[config.mk]
export PLATFORM = sky130hd
export DESIGN_NAME = esc_front_end
export DESIGN_NICKNAME = d
export VERILOG_FILES = /design/src/common/esc_pkg.sv /design/src/hdl/esc_fifo.sv /design/src/hdl/esc_front_end.sv /design/src/hdl/esc_shifter.sv
export SDC_FILE = /design/constraint.sdc
export NUM_CORES = 1
export LEC_CHECK = 0
export BUFFER_PORTS_ARGS = -buffer_cell sky130_fd_sc_hd__buf_2
export CORE_MARGIN = 2
export CORE_UTILIZATION = 30
export CTS_BUF_LIST = sky130_fd_sc_hd__clkbuf_4 sky130_fd_sc_hd__clkbuf_8 sky130_fd_sc_hd__clkbuf_16
export CTS_CLUSTER_SIZE = 10
export DETAILED_ROUTE_END_ITERATION = 8
export SYNTH_ARGS = -nofsm -noshare
export SYNTH_HDL_FRONTEND = slang
export SYNTH_SLANG_ARGS = --single-unit
[constraint.sdc]
create_clock -name mclk -period 8.11 [get_ports mclk]
set_input_delay 0 -clock mclk [delete_from_list [all_inputs] [get_ports mclk]]
set_output_delay 0 -clock mclk [all_outputs]
set_load 0.01 [all_outputs]
[src/common/esc_pkg.sv]
package esc_pkg;
   // frame and command codes
   localparam int FRAME_BITS = 9;
   localparam logic [7:0] CMD_SRC_VOLT = 8'h04;
   localparam logic [7:0] CMD_INIT_PROG = 8'h08;
   localparam logic [7:0] CMD_INIT_WR = 8'h09;
   localparam logic [7:0] CMD_INIT_RD = 8'h0A;
   localparam logic [7:0] CMD_SOFT_START = 8'h0C;
   localparam logic [7:0] CMD_DEEP_SLEEP = 8'h10;
   // power-on defaults
   localparam logic [7:0] RST_POS_ONE = 8'h41;
   localparam logic [7:0] RST_POS_TWO = 8'hA8;
   localparam logic [7:0] RST_NEG = 8'h32;
   localparam logic [7:0] RST_PH1 = 8'h8B;
   localparam logic [7:0] RST_PH2 = 8'h9C;
   localparam logic [7:0] RST_PH3 = 8'h96;
   localparam logic [7:0] RST_DUR = 8'h0F;
   localparam logic [1:0] RST_SLEEP = 2'h0;
   localparam logic [7:0] RST_INIT_CODE = 8'h00;
   // programming time, cycles at 125 MHz
   localparam int CLK_MHZ = 125;
   localparam int PROG_TIME_US = 10;
   localparam int PROG_CYCLES = PROG_TIME_US * CLK_MHZ;
   localparam int FIFO_DEPTH = 32;
   localparam int FIFO_WIDTH = 9;

   typedef struct packed {
      logic is_data;
      logic [7:0] value;
   } esc_frame_t;

   typedef struct packed {
      logic [7:0] pos_source_level_one;
      logic [7:0] pos_source_level_two;
      logic [7:0] neg_source_level;
   } esc_source_t;

   typedef struct packed {
      logic [7:0] phase1;
      logic [7:0] phase2;
      logic [7:0] phase3;
      logic [7:0] duration;
   } esc_boost_t;
endpackage

[src/hdl/esc_fifo.sv]
`timescale 1ns/1ns
module esc_fifo #(
   parameter int WIDTH = 9,
   parameter int DEPTH = 32
) (
   // clock and reset
   input wire logic mclk,
   input wire logic rst,
   input wire logic flush,
   // fill side
   input wire logic in_valid,
   output logic in_ready,
   input wire logic [WIDTH-1:0] in_data,
   // drain side
   output logic out_valid,
   input wire logic out_ready,
   output logic [WIDTH-1:0] out_data
);
   localparam int AW = $clog2(DEPTH);
   logic [WIDTH-1:0] mem_q [DEPTH];
   logic [AW-1:0] wr_q;
   logic [AW-1:0] rd_q;
   logic [AW:0] cnt_q;
   logic push;
   logic pop;

   assign in_ready = (cnt_q != (AW+1)'(DEPTH));
   assign out_valid = (cnt_q != '0);
   assign out_data = mem_q[rd_q];
   assign push = in_valid && in_ready;
   assign pop = out_valid && out_ready;

   always_ff @(posedge mclk) begin
      if (push) begin
         mem_q[wr_q] <= in_data;
      end
   end

   always_ff @(posedge mclk or posedge rst) begin
      if (rst) begin
         wr_q <= '0;
         rd_q <= '0;
         cnt_q <= '0;
      end else if (flush) begin
         wr_q <= '0;
         rd_q <= '0;
         cnt_q <= '0;
      end else begin
         if (push) begin
            wr_q <= wr_q + 1'b1;
         end
         if (pop) begin
            rd_q <= rd_q + 1'b1;
         end
         cnt_q <= cnt_q + (AW+1)'(push) - (AW+1)'(pop);
      end
   end
endmodule

[src/hdl/esc_front_end.sv]
`timescale 1ns/1ns
// Summary of operation
// [RULE1] host ties data/command pin low
// [RULE2] nine-bit frame, flag then byte msb
// [RULE3] flag zero command, one data
// [RULE4] host sends command then flag-one units
// [RULE5] read bytes out on falling edges
// [RULE6] source voltage three bytes, defaults
// [RULE7] negative level codes 0Ah..3Ah even
// [RULE8] command 08 programs, busy held
// [RULE9] program only after clock enabled
// [RULE10] command 09 stores four bytes
// [RULE11] command 0A reads four bytes
// [RULE12] soft start four bytes, defaults
// [RULE13] bits 6:4 drive strength
// [RULE14] bits 3:0 min off time
// [RULE15] duration two bits per phase
// [RULE16] deep sleep byte, 00 normal
// [RULE17] 01 mode one, 11 mode two
// [RULE18] sleep keeps busy, reset exits
// [RULE19] host waits while busy
// [RULE20] only while select low
// [RULE21] extra parameters ignored
// [RULE22] reset restores defaults
module esc_front_end #(
   parameter int PROG_CYC = esc_pkg::PROG_CYCLES
) (
   // clock and reset
   input wire logic mclk,
   input wire logic rst,
   // link pins
   input wire logic sel_n,
   input wire logic sclk,
   input wire logic sdi,
   input wire logic dc_n,
   output logic sdo,
   output logic sdo_oe_n,
   output logic busy,
   // settings out
   output esc_pkg::esc_source_t source_cfg,
   output esc_pkg::esc_boost_t boost_cfg,
   output logic neg_level_valid,
   output logic [2:0] ph1_strength,
   output logic [3:0] ph1_off_time,
   output logic off_time_valid,
   output logic [1:0] ph1_dur,
   output logic [1:0] ph2_dur,
   output logic [1:0] ph3_dur,
   output logic [1:0] sleep_mode,
   output logic [31:0] init_code,
   // core status
   input wire logic internal_clock_on,
   output logic prog_start
);
   esc_pkg::esc_frame_t frame;
   esc_pkg::esc_frame_t ff_out;
   logic frame_valid;
   logic flag_seen;
   logic sdo_w;
   logic sel_idle;
   logic ff_valid;
   logic ff_in_ready;
   logic ff_ready;
   logic [7:0] cmd_q;
   logic [2:0] idx_q;
   logic rd_q;
   logic [7:0] rd_byte;
   logic [31:0] init_q;
   logic [31:0] prog_cnt_q;
   logic drv_q;
   logic ff_flush;
   esc_pkg::esc_source_t src_q;
   esc_pkg::esc_boost_t bst_q;
   logic [1:0] sleep_q;

   // sequencer states
   typedef enum logic [1:0] {ESC_IDLE, ESC_PROG, ESC_SLEEP} esc_state_t;
   esc_state_t st_q;

   function automatic logic neg_ok(input logic [7:0] c);
      neg_ok = !c[7] && !c[0] && c >= 8'h0A && c <= 8'h3A;
   endfunction

   function automatic logic off_ok(input logic [7:0] c);
      off_ok = c[3:0] >= 4'h4;
   endfunction

   esc_shifter u_shift (
      .mclk(mclk),
      .rst(rst),
      .sel_n_pin(sel_n),
      .sclk_pin(sclk),
      .sdi_pin(sdi),
      .rd_byte(rd_byte),
      .rd_active(rd_q),
      .frame_valid(frame_valid),
      .frame(frame),
      .flag_seen(flag_seen),
      .sdo_q(sdo_w),
      .sel_idle(sel_idle)
   );

   // frames queue while programming runs
   assign ff_ready = (st_q != ESC_PROG);
   // queued frames dropped in deep sleep
   assign ff_flush = (st_q == ESC_SLEEP);

   esc_fifo #(
      .WIDTH(esc_pkg::FIFO_WIDTH),
      .DEPTH(esc_pkg::FIFO_DEPTH)
   ) u_fifo (
      .mclk(mclk),
      .rst(rst),
      .flush(ff_flush),
      .in_valid(frame_valid),
      .in_ready(ff_in_ready),
      .in_data(frame),
      .out_valid(ff_valid),
      .out_ready(ff_ready),
      .out_data(ff_out)
   );

   // init code read byte select
   always_comb begin
      unique case (idx_q[1:0])
         2'd0: rd_byte = init_q[31:24];
         2'd1: rd_byte = init_q[23:16];
         2'd2: rd_byte = init_q[15:8];
         default: rd_byte = init_q[7:0];
      endcase
   end

   ////////////////////////////////////////////////////////////
   // command decode; the data/command pin is not read [RULE1]
   always_ff @(posedge mclk or posedge rst) begin
      if (rst) begin
         cmd_q <= '0;
         idx_q <= '0;
         rd_q <= 1'b0;
      end else if (st_q == ESC_SLEEP) begin
         rd_q <= 1'b0; // [RULE18]
      end else if (frame_valid && !frame.is_data) begin
         cmd_q <= frame.value; // [RULE3]
         idx_q <= '0;
         rd_q <= (frame.value == esc_pkg::CMD_INIT_RD); // [RULE11]
      end else if (sel_idle) begin
         rd_q <= 1'b0;
      end else if (frame_valid && cmd_q == esc_pkg::CMD_INIT_RD && idx_q != 3'h7) begin
         idx_q <= idx_q + 3'h1;
      end
   end

   ////////////////////////////////////////////////////////////
   // data line driven only for the eight read bits
   always_ff @(posedge mclk or posedge rst) begin
      if (rst) begin
         drv_q <= 1'b0;
      end else if (sel_idle || frame_valid) begin
         drv_q <= 1'b0;
      end else if (flag_seen && rd_q) begin
         drv_q <= 1'b1; // [RULE5]
      end
   end

   ////////////////////////////////////////////////////////////
   // parameter storage from the queue [RULE21]
   logic [7:0] qcmd_q;
   logic [2:0] qidx_q;
   logic pop;
   assign pop = ff_valid && ff_ready && st_q == ESC_IDLE;

   always_ff @(posedge mclk or posedge rst) begin
      if (rst) begin
         qcmd_q <= '0;
         qidx_q <= '0;
         src_q <= {esc_pkg::RST_POS_ONE, esc_pkg::RST_POS_TWO, esc_pkg::RST_NEG}; // [RULE22]
         bst_q <= {esc_pkg::RST_PH1, esc_pkg::RST_PH2, esc_pkg::RST_PH3,
                   esc_pkg::RST_DUR};
         init_q <= {4{esc_pkg::RST_INIT_CODE}};
         sleep_q <= esc_pkg::RST_SLEEP;
      end else if (pop && !ff_out.is_data) begin
         qcmd_q <= ff_out.value;
         qidx_q <= '0;
      end else if (pop) begin
         if (qidx_q != 3'h7) begin
            qidx_q <= qidx_q + 3'h1;
         end
         unique case (qcmd_q)
            esc_pkg::CMD_SRC_VOLT: begin
               if (qidx_q == 3'd0) begin
                  src_q.pos_source_level_one <= ff_out.value; // [RULE6]
               end
               if (qidx_q == 3'd1) begin
                  src_q.pos_source_level_two <= ff_out.value;
               end
               if (qidx_q == 3'd2) begin
                  src_q.neg_source_level <= ff_out.value;
               end
            end
            esc_pkg::CMD_INIT_WR: begin
               if (qidx_q < 3'd4) begin
                  init_q <= {init_q[23:0], ff_out.value}; // [RULE10]
               end
            end
            esc_pkg::CMD_SOFT_START: begin
               if (qidx_q == 3'd0) begin
                  bst_q.phase1 <= ff_out.value; // [RULE12]
               end
               if (qidx_q == 3'd1) begin
                  bst_q.phase2 <= ff_out.value;
               end
               if (qidx_q == 3'd2) begin
                  bst_q.phase3 <= ff_out.value;
               end
               if (qidx_q == 3'd3) begin
                  bst_q.duration <= ff_out.value;
               end
            end
            esc_pkg::CMD_DEEP_SLEEP: begin
               if (qidx_q == 3'd0) begin
                  sleep_q <= ff_out.value[1:0]; // [RULE16]
               end
            end
            default: begin
            end
         endcase
      end
   end

   ////////////////////////////////////////////////////////////
   // programming and sleep sequencing
   always_ff @(posedge mclk or posedge rst) begin
      if (rst) begin
         st_q <= ESC_IDLE;
         prog_cnt_q <= '0;
         prog_start <= 1'b0;
      end else begin
         prog_start <= 1'b0;
         unique case (st_q)
            ESC_IDLE: begin
               if (pop && !ff_out.is_data && ff_out.value == esc_pkg::CMD_INIT_PROG
                   && internal_clock_on) begin // [RULE9]
                  st_q <= ESC_PROG; // [RULE8]
                  prog_cnt_q <= 32'(PROG_CYC);
                  prog_start <= 1'b1;
               end else if (sleep_q == 2'b01 || sleep_q == 2'b11) begin
                  st_q <= ESC_SLEEP; // [RULE17]
               end
            end
            ESC_PROG: begin
               if (prog_cnt_q <= 32'd1) begin
                  st_q <= ESC_IDLE;
               end else begin
                  prog_cnt_q <= prog_cnt_q - 32'd1;
               end
            end
            ESC_SLEEP: begin
               st_q <= ESC_SLEEP; // [RULE18]
            end
            default: begin
               st_q <= ESC_IDLE;
            end
         endcase
      end
   end

   ////////////////////////////////////////////////////////////
   // registered link outputs
   always_ff @(posedge mclk or posedge rst) begin
      if (rst) begin
         busy <= 1'b0;
         sdo <= 1'b0;
         sdo_oe_n <= 1'b1;
      end else begin
         // busy also while queue is full [RULE19]
         busy <= (st_q != ESC_IDLE) || !ff_in_ready; // [RULE8] [RULE18]
         sdo <= sdo_w;
         sdo_oe_n <= !(drv_q && rd_q && !sel_idle); // [RULE5]
      end
   end

   ////////////////////////////////////////////////////////////
   // registered settings
   always_ff @(posedge mclk or posedge rst) begin
      if (rst) begin
         source_cfg <= '0;
         boost_cfg <= '0;
         neg_level_valid <= 1'b0;
         ph1_strength <= '0;
         ph1_off_time <= '0;
         off_time_valid <= 1'b0;
         ph1_dur <= '0;
         ph2_dur <= '0;
         ph3_dur <= '0;
         sleep_mode <= '0;
         init_code <= '0;
      end else begin
         source_cfg <= src_q;
         boost_cfg <= bst_q;
         neg_level_valid <= neg_ok(src_q.neg_source_level); // [RULE7]
         ph1_strength <= bst_q.phase1[6:4]; // [RULE13]
         ph1_off_time <= bst_q.phase1[3:0];
         off_time_valid <= off_ok(bst_q.phase1) && off_ok(bst_q.phase2)
                           && off_ok(bst_q.phase3); // [RULE14]
         ph1_dur <= bst_q.duration[1:0]; // [RULE15]
         ph2_dur <= bst_q.duration[3:2];
         ph3_dur <= bst_q.duration[5:4];
         sleep_mode <= sleep_q;
         init_code <= init_q;
      end
   end
endmodule

[src/hdl/esc_shifter.sv]
`timescale 1ns/1ns
module esc_shifter (
   // clock and reset
   input wire logic mclk,
   input wire logic rst,
   // link pins
   input wire logic sel_n_pin,
   input wire logic sclk_pin,
   input wire logic sdi_pin,
   // read data, loaded before the first falling edge
   input wire logic [7:0] rd_byte,
   input wire logic rd_active,
   // frame out
   output logic frame_valid,
   output esc_pkg::esc_frame_t frame,
   output logic flag_seen,
   output logic sdo_q,
   output logic sel_idle
);
   logic [2:0] sel_s_q;
   logic [2:0] clk_s_q;
   logic [1:0] dat_s_q;
   logic [8:0] sh_q;
   logic [3:0] cnt_q;
   logic [7:0] out_q;
   logic rise;
   logic fall;

   // second and third stages only are read
   assign rise = clk_s_q[1] && !clk_s_q[2];
   assign fall = !clk_s_q[1] && clk_s_q[2];
   assign sel_idle = sel_s_q[1];

   always_ff @(posedge mclk or posedge rst) begin
      if (rst) begin
         sel_s_q <= 3'h7;
         clk_s_q <= '0;
         dat_s_q <= '0;
      end else begin
         sel_s_q <= {sel_s_q[1:0], sel_n_pin};
         clk_s_q <= {clk_s_q[1:0], sclk_pin};
         dat_s_q <= {dat_s_q[0], sdi_pin};
      end
   end

   ////////////////////////////////////////////////////////////
   always_ff @(posedge mclk or posedge rst) begin
      if (rst) begin
         sh_q <= '0;
         cnt_q <= '0;
         frame_valid <= 1'b0;
         frame <= '0;
         flag_seen <= 1'b0;
      end else begin
         frame_valid <= 1'b0;
         flag_seen <= 1'b0;
         if (sel_s_q[1]) begin
            cnt_q <= '0; // [RULE20]
         end else if (rise) begin
            sh_q <= {sh_q[7:0], dat_s_q[1]}; // [RULE2]
            flag_seen <= (cnt_q == 4'h0) && dat_s_q[1]; // [RULE5]
            if (cnt_q == 4'(esc_pkg::FRAME_BITS - 1)) begin
               cnt_q <= '0;
               frame_valid <= 1'b1;
               frame <= {sh_q[7:0], dat_s_q[1]};
            end else begin
               cnt_q <= cnt_q + 4'h1;
            end
         end
      end
   end

   ////////////////////////////////////////////////////////////
   always_ff @(posedge mclk or posedge rst) begin
      if (rst) begin
         out_q <= '0;
         sdo_q <= 1'b0;
      end else if (flag_seen && rd_active) begin
         out_q <= rd_byte;
      end else if (fall && rd_active && !sel_s_q[1] && cnt_q != 4'h0) begin
         sdo_q <= out_q[7]; // [RULE5]
         out_q <= {out_q[6:0], 1'b0};
      end
   end
endmodule

==> results of run 1 <==
[through the flow]
stage | utilization, % | hold WS, ns | setup WS, ns
2_1_floorplan | - | 0.004478 | 4.159
3_3_place_gp | 32.27 | 0.1095 | 3.339
3_5_place_dp | 32.27 | 0.1084 | 3.284
6_report | 35.12 | 0.06394 | 3.322
5_1_grt | 35.12 | 0.04799 | 3.016
4_1_cts | 35.12 | 0.03392 | 3.259
[final timing paths]
check / endpoint / slack (ns) / cells past startpoint
worst min-delay path: u_shift.sel_s_q[0] / 0.06 / 2
worst min register to register: u_shift.clk_s_q[1] / 0.35 / 0
min in group asynchronous: source_cfg[15] / 0.23 / 4
worst max-delay path: prog_cnt_q[5] / 3.32 / 8
max in group asynchronous: u_fifo.rd_q[0] / 6.41 / 5
worst max register to register: prog_cnt_q[5] / 3.32 / 8
[registers in the layout (all words and copies together), names as in the netlist, 4 cells and up]
| register | cells |
|---|---|
| source_cfg | 24 |
| u_shift.out_q | 8 |
| u_shift.frame | 9 |
| bst_q | 32 |
| prog_cnt_q | 32 |
| u_fifo.mem_q | 288 |
| qcmd_q | 8 |
| u_shift.cnt_q | 4 |
| init_q | 32 |
| u_fifo.rd_q | 5 |
| u_fifo.wr_q | 5 |
| cmd_q | 8 |
| boost_cfg | 24 |
| u_shift.sh_q | 8 |
| src_q | 24 |
| u_fifo.cnt_q | 6 |
| init_code | 32 |
[cells in the mapped netlist, types with 4 or more instances]
master	number	area share [%]
sky130_fd_sc_hd__inv_1	27	0.44
sky130_fd_sc_hd__a211oi_1	8	0.26
sky130_fd_sc_hd__a222oi_1	9	0.39
sky130_fd_sc_hd__a22oi_1	9	0.29
sky130_fd_sc_hd__o21ai_0	14	0.31
sky130_fd_sc_hd__dfrtp_1	272	30
sky130_fd_sc_hd__or3_1	7	0.19
sky130_fd_sc_hd__nor2_1	111	1.8
sky130_fd_sc_hd__nor3b_1	4	0.13
sky130_fd_sc_hd__and3_1	5	0.14
sky130_fd_sc_hd__o21ai_1	7	0.15
sky130_fd_sc_hd__mux2i_1	62	2.7
sky130_fd_sc_hd__buf_6	9	0.44
sky130_fd_sc_hd__buf_4	22	0.72
sky130_fd_sc_hd__nand3_1	20	0.44
sky130_fd_sc_hd__nand4_1	6	0.16
sky130_fd_sc_hd__mux2_2	74	3.6
sky130_fd_sc_hd__o22ai_1	12	0.33
sky130_fd_sc_hd__buf_1	6	0.098
sky130_fd_sc_hd__mux2_1	34	1.7
sky130_fd_sc_hd__buf_2	10	0.22
sky130_fd_sc_hd__a22o_1	6	0.23
sky130_fd_sc_hd__xor2_1	24	0.92
sky130_fd_sc_hd__mux4_2	51	5.0
sky130_fd_sc_hd__nand3b_1	8	0.26
sky130_fd_sc_hd__clkbuf_1	29	0.47
sky130_fd_sc_hd__dfstp_2	27	3.1
sky130_fd_sc_hd__nand2b_1	4	0.11
sky130_fd_sc_hd__mux2_4	8	0.52
sky130_fd_sc_hd__edfxtp_1	288	38
sky130_fd_sc_hd__o221ai_1	5	0.19
sky130_fd_sc_hd__xnor2_1	15	0.57
sky130_fd_sc_hd__nor2b_1	15	0.41
sky130_fd_sc_hd__nor3_1	13	0.28
sky130_fd_sc_hd__nor4_1	7	0.19
sky130_fd_sc_hd__nand2_1	71	1.2
sky130_fd_sc_hd__ha_1	28	1.5
sky130_fd_sc_hd__or4_1	6	0.20
sky130_fd_sc_hd__a21oi_1	23	0.50
[power by group through the flow]
stage / registers (W) / logic (W) / clock network [W]
finish: 0.00314 / 0.0000538 / 0.00288
floorplan: 0.00319 / 0.0000400 / 0
CTS: 0.00314 / 0.0000566 / 0.00294
global route: 0.00314 / 0.0000625 / 0.00308
global placement: 0.00319 / 0.0000517 / 0
detailed placement: 0.00320 / 0.0000543 / 0
[cells by family (layout without fill, tap and decap cells)]
family / after synthesis / after routing
adder cells (fa/ha/maj): 29 / 29
multiplexers: 229 / 229
flip-flops: 587 / 587
XOR/XNOR: 39 / 39
buffers and inverters: 103 / 279
AO/OA/AOI/OAI: 112 / 112
AND/OR/NAND/NOR: 313 / 313
[area by class of cell]
| type | instances | area [um^2] | area share [%] |
|---|---|---|---|
| tap | 978 | 1224 | 4.595 |
| clock inverter | 1 | 8.758 | 0.03289 |
| clock buffer | 110 | 2105 | 7.903 |
| timing repair buffer | 141 | 798.3 | 2.998 |
| multi-input combinational | 722 | 6218 | 23.35 |
| sequential | 587 | 16170 | 60.72 |
| inverter | 27 | 105.1 | 0.3947 |
[per-layer routing]
metal / up-vias / routed length, um
met1: 6326 / 21390
met3: 95 / 2710
met5: - / 0
met4: 0 / 1070
li1: 5494 / -
met2: 297 / 23480
[critical path: stages (launching register included)]
cell and delay [ns]:
sky130_fd_sc_hd__dfrtp_2 0.99, sky130_fd_sc_hd__buf_4 0.56, sky130_fd_sc_hd__mux4_2 0.57, sky130_fd_sc_hd__mux2_2 0.28, sky130_fd_sc_hd__a22oi_1 0.16, sky130_fd_sc_hd__nand3_1 0.59
sky130_fd_sc_hd__nor2b_1 0.26, sky130_fd_sc_hd__and4_1 0.99, sky130_fd_sc_hd__o32a_1 0.28
[what timing repair did]
action | 4_1_cts | 5_1_grt
setup endpoints to repair | 0 | 0
endpoints found under the hold margin | 56 | 0
hold buffers | 5 | 0
==> metrics.cfg, run 1 <==
[power_and_ir_drop]
switching_fraction_of_total_power_pct = 19.17
cell_internal_power_dissipation_w = 0.004912
sw_power_w = 0.001165
clkPwrFrac_pct = 47.4
power.leakage_nw = 10.87
seq_power_share_pct = 51.7
power_density_nw_per_um2 = 228.2
power_after_layout_w = 0.006076
ir_drop_uv = 121.7
comb_power_share_pct = 0.9

[sta]
worst_slew_pin_slew_ns = 1.206
slew_violations = 0
fin_setup_tns_ns = 0
fmax_mhz = 208.9
timing_hold_violations_final = 0
setup_violations = 0
period_share_pct = 59.03
timing.final.crit_period_ns = 4.788
fin_worst_skew_ns = 0.01819
slew-limit-headroom_pct = 19.61
rsz_0062_raised_after_global_routing = false

[floorplan]
floorplan.die_area_um2 = 78670
rows = 101
pin_count = 116
die_height_um = 280.5
core_area_um2 = 75820
die_w_um = 280.5
start_util_pct = 30.24

[clock_tree]
cts_buffer_depth = 3
root_buffer = sky130_fd_sc_hd__clkbuf_16
cts_repair_resize_count = 0
clock_latency_ns = 0.59
cts_tree = done
cts-buffers-inserted = 69
cts.repair_timing.setup_buffer_count = 0
clk_pin_slew_ns = 0.06
h-tree-depth = 3
cts_num_sinks = 587

[setup_path]
critical_path.endpoint_type = register
worstSetupPathType = register to register
crit_required_ns = 8.64
crit_start = u_fifo.rd_q[1]
timing.critical_path.arrival_ns = 5.31
worstPathMaxFanout = 33
start_kind = register
critical_path.reg2reg.startpoint = u_fifo.rd_q[1]

[hold_path]
min_path_type = input pin to register
launch_instance_of_the_worst_min_delay_path = sel_n

[global_route]
grt_max_degree = 167
grt-busiest-layer = met2
grtUsageMet3_pct = 3.031
grt_first_pass_wirelength_mm = 75.03
grt_remaining_overflow = 0
grt_antenna_before_repair = 2
gr-usage-all-layers_pct = 12.46
grt.met2_usage_pct = 20.29
first_global_vias = 12490
grtUsageMet1_pct = 16.55

[cells_and_area]
nets = 1584
layout_commonest_cell = sky130_fd_sc_hd__edfxtp_1
num-fill-cells = 7144
area.growth.synth_to_final_pct = 16.12
layout_common_cells = 288 x sky130_fd_sc_hd__edfxtp_1, 269 x sky130_fd_sc_hd__dfrtp_1, 114 x sky130_fd_sc_hd__buf_2
design_area_um2 = 26630
layout_cell_share_with_drive_strength_beyond_1_pct = 26.89
antennaDiodeCount = 0
post_layout_nonfiller_instances = 2566

[logic_synthesis]
synth_fp_nets = 1448
yosys.area_share.xor_xnor_pct = 1.490
post_synth_num_cell_types = 70
syn-mean-instance-area_um2 = 16.24
fraction_of_the_mapped_netlist_area_in_compound_gates_pct = 3.377
synthArstFlopShare_pct = 50.94
yosys-mux-area-fraction_pct = 13.54
adder_cell_area_share_of_the_yosys_netlist_pct = 1.615
yosys_register_bits = 587
synth-simple-area-share_pct = 7.093
synth_top_family_by_area = multiplexers
synth_edf_count = 288
netlist_instances = 1412
seq_area_frac_synth_pct = 70.49
syn-cell-area_um2 = 22930
ys.flop_type = sky130_fd_sc_hd__edfxtp_1
yosys_warnings = 0

[route]
route.detailed.drc = 0
vias = 12210
wl_per_cell_um = 18.96
dr.first_iter.drc_count = 862
vias_per_cell = 4.759
remaining_antenna_violation_count = 0
drt_pre_antenna_iters = 5
routed_wl_mm = 48.65

[placed_design]
place_congestion = 0.8028
placement.cell_area_um2 = 24470
dp_hpwl_mm = 29.61
dp_cells = 2450
place.port_buffers = 114

[status]
outcome = completed

[flow_run]
maxCapViolCount = 0

Power figures use the tool's default switching activity.
==> inputs of run 2 (changes only) <==
clock period = 4.6 ns   (was 8.11 ns; I/O delays follow)
==> run 2 against run 1 <==
Via count rose by 1.1%. Design area increased by 0.49%. Clock power up 79%. Worst setup slack worse by 2.4 ns. Register-to-register slack lost 2.4 ns. First-iteration DRC count is 14% higher. Largest power group unchanged. Clock-buffer cell count is 4 higher. Sequential power rose by 76%. Critical endpoint is now prog_cnt_q[0].
==> metrics.cfg, run 2 (synthesis results as in run 1) <==
[setup_path]
timing.critical_path.arrival_ns = 4.15
crit_required_ns = 5.07
worstPathMaxFanout = 36
critical_path.endpoint_type = register
dominant_delay_contributor_by_cell_family_on_the_critical_path = multiplexers
crit_start = u_fifo.rd_q[0]
worst_r2r_path_depth = 8
worstSetupPathType = register to register
cp_slowest_stage_delay_ns = 0.88
start_kind = register
worstPathBufferInverterCount = 1
crit_path_cell_trace = mux4_2 > mux2_2 > a22oi_1 > nand3_1 > buf_4 > nor3_1 > nand4_1 > a21o_1
worst-r2r-setup-slack_ns = 0.93
crit_slowest_cell = sky130_fd_sc_hd__dfrtp_4
critical_path.reg2reg.startpoint = u_fifo.rd_q[0]
r2r_end = prog_cnt_q[0]

[clock_tree]
cts-buffers-inserted = 69
h-tree-depth = 3
cts_buffer_depth = 3
clock_latency_ns = 0.60
cts.repair_timing.setup_buffer_count = 0
root_buffer = sky130_fd_sc_hd__clkbuf_16
cts_num_sinks = 587
cts_repair_resize_count = 0
cts_tree = done
clk_pin_slew_ns = 0.06

[floorplan]
rows = 101
die_w_um = 280.5
core_area_um2 = 75820
die_height_um = 280.5
start_util_pct = 30.24
floorplan.die_area_um2 = 78670
pin_count = 116

[cells_and_area]
layout_common_cells = 288 x sky130_fd_sc_hd__edfxtp_1, 269 x sky130_fd_sc_hd__dfrtp_1, 114 x sky130_fd_sc_hd__buf_2
layout_commonest_cell = sky130_fd_sc_hd__edfxtp_1
register_area_um2 = 16170
nets = 1593
antennaDiodeCount = 0
multi_input_area_um2 = 6218
largest-register = u_fifo.mem_q
area.growth.synth_to_final_pct = 16.70
num-fill-cells = 7105
layout_cell_share_with_drive_strength_beyond_1_pct = 27.66
largest_register_ffs = 288

[sta]
timing_hold_violations_final = 0
fin_worst_skew_ns = 0.02742
rsz_0062_raised_after_global_routing = false
timing.final.crit_period_ns = 3.672
slew-limit-headroom_pct = 20.95
fin_setup_tns_ns = 0
post-route-worst-setup-slack_ns = 0.9282
period_share_pct = 79.82
slew_violations = 0
fmax_mhz = 272.3
worst_slew_pin_slew_ns = 1.186
setup_violations = 0

[power_and_ir_drop]
clkPwrFrac_pct = 47.8
seq_power_share_pct = 51.3
power.leakage_nw = 10.95
power_density_nw_per_um2 = 403.2
comb_power_share_pct = 0.9
sw_power_w = 0.002113
switching_fraction_of_total_power_pct = 19.59
ir_drop_uv = 209.8
cell_internal_power_dissipation_w = 0.008675

[placed_design]
place.port_buffers = 114
pre_cts_ws_ns = 0.8011
place_congestion = 0.7634
dp_hpwl_mm = 30.70

[route]
vias_per_cell = 4.778
dr.first_iter.drc_count = 983
vias = 12340
wl_per_cell_um = 19.18
route.detailed.drc = 0
routed_wl_mm = 49.54
drt_pre_antenna_iters = 5
remaining_antenna_violation_count = 0

[hold_path]
launch_instance_of_the_worst_min_delay_path = sel_n
min_path_type = input pin to register
hold-path-endpoint = u_shift.sel_s_q[0]
worstHoldPathCells = 2

[global_route]
gr-usage-all-layers_pct = 12.71
grt_max_degree = 177
grt_first_pass_wirelength_mm = 76.53
grt_antenna_before_repair = 1
grt_remaining_overflow = 0
first_global_vias = 12720

[flow_run]
maxCapViolCount = 0

[status]
outcome = completed

-- run 2: cell count changes in the layout (fill, tap and decap cells not counted), sizes merged --
cell and delta:
inv +2, clkbuf +4, clkinv +2, buf +9
-- run 2: per-layer routing --
layer | track usage [%] | vias to the layer above | routed length [um] | part of all wire, %
met1 | 17.19 | 6409 | 21960 | 44
met5 | 0 | - | 0 | 0
met4 | 3.688 | 0 | 1100 | 2.2
met2 | 20.44 | 329 | 23900 | 48
met3 | 2.889 | 81 | 2574 | 5.2
li1 | - | 5523 | - | -
-- run 2: how the worst max path moves through the flow --
| stage | endpoint | slack, ns | depth (start not counted) |
|---|---|---|---|
| detailed placement | prog_cnt_q[0] | 0.80 | 8 |
| CTS | prog_cnt_q[0] | 0.78 | 8 |
| finish | prog_cnt_q[0] | 0.93 | 8 |
| global placement | prog_cnt_q[0] | 0.80 | 8 |
| floorplan | boost_cfg[10] | 0.65 | 1 |
| global route | src_q[12] | 0.70 | 8 |
-- run 2: worst reg2reg max path: cells and delay by family (launching register included) --
kind	cells	cell delay, ns
multiplexers	2	0.95
flip-flops	1	0.88
AND/OR/NAND/NOR	3	0.87
AO/OA/AOI/OAI	2	0.48
buffers and inverters	1	0.38
-- run 2: power groups by stage --
stage / Combinational [W] / Sequential (W) / Clock (W)
floorplan: 0.0000706 / 0.00563 / 0
global placement: 0.0000917 / 0.00563 / 0
detailed placement: 0.0000974 / 0.00563 / 0
CTS: 0.000101 / 0.00553 / 0.00528
global route: 0.000112 / 0.00554 / 0.00550
finish: 0.0000961 / 0.00554 / 0.00516
-- run 2: area by class of cell --
cell class,count,share of cell area (%)
clock buffer,114,7.869
clock inverter,5,0.2197
inverter,27,0.3927
multi-input combinational,722,23.24
sequential,587,60.43
tap,978,4.573
timing repair buffer,150,3.282
-- run 2: stage by stage --
stage                     cells  hold WS (ns)  total power (W)  util (%)  cell area [um^2]
after floorplan            1412      0.004478         0.005696         -             22940
after global placement     2459        0.1110         0.005723     32.37             24550
after detailed placement   2459        0.1113         0.005730     32.37             24550
after CTS                  2583       0.01990          0.01091     35.29             26760
after global routing       2583       0.04773          0.01115     35.29             26760
final                      2583       0.06896          0.01079     35.29             26760
-- run 2: timing repair --
item,4_1_cts,5_1_grt
setup endpoints to repair,0,0
endpoints found under the hold margin,278,0
hold buffers,5,0
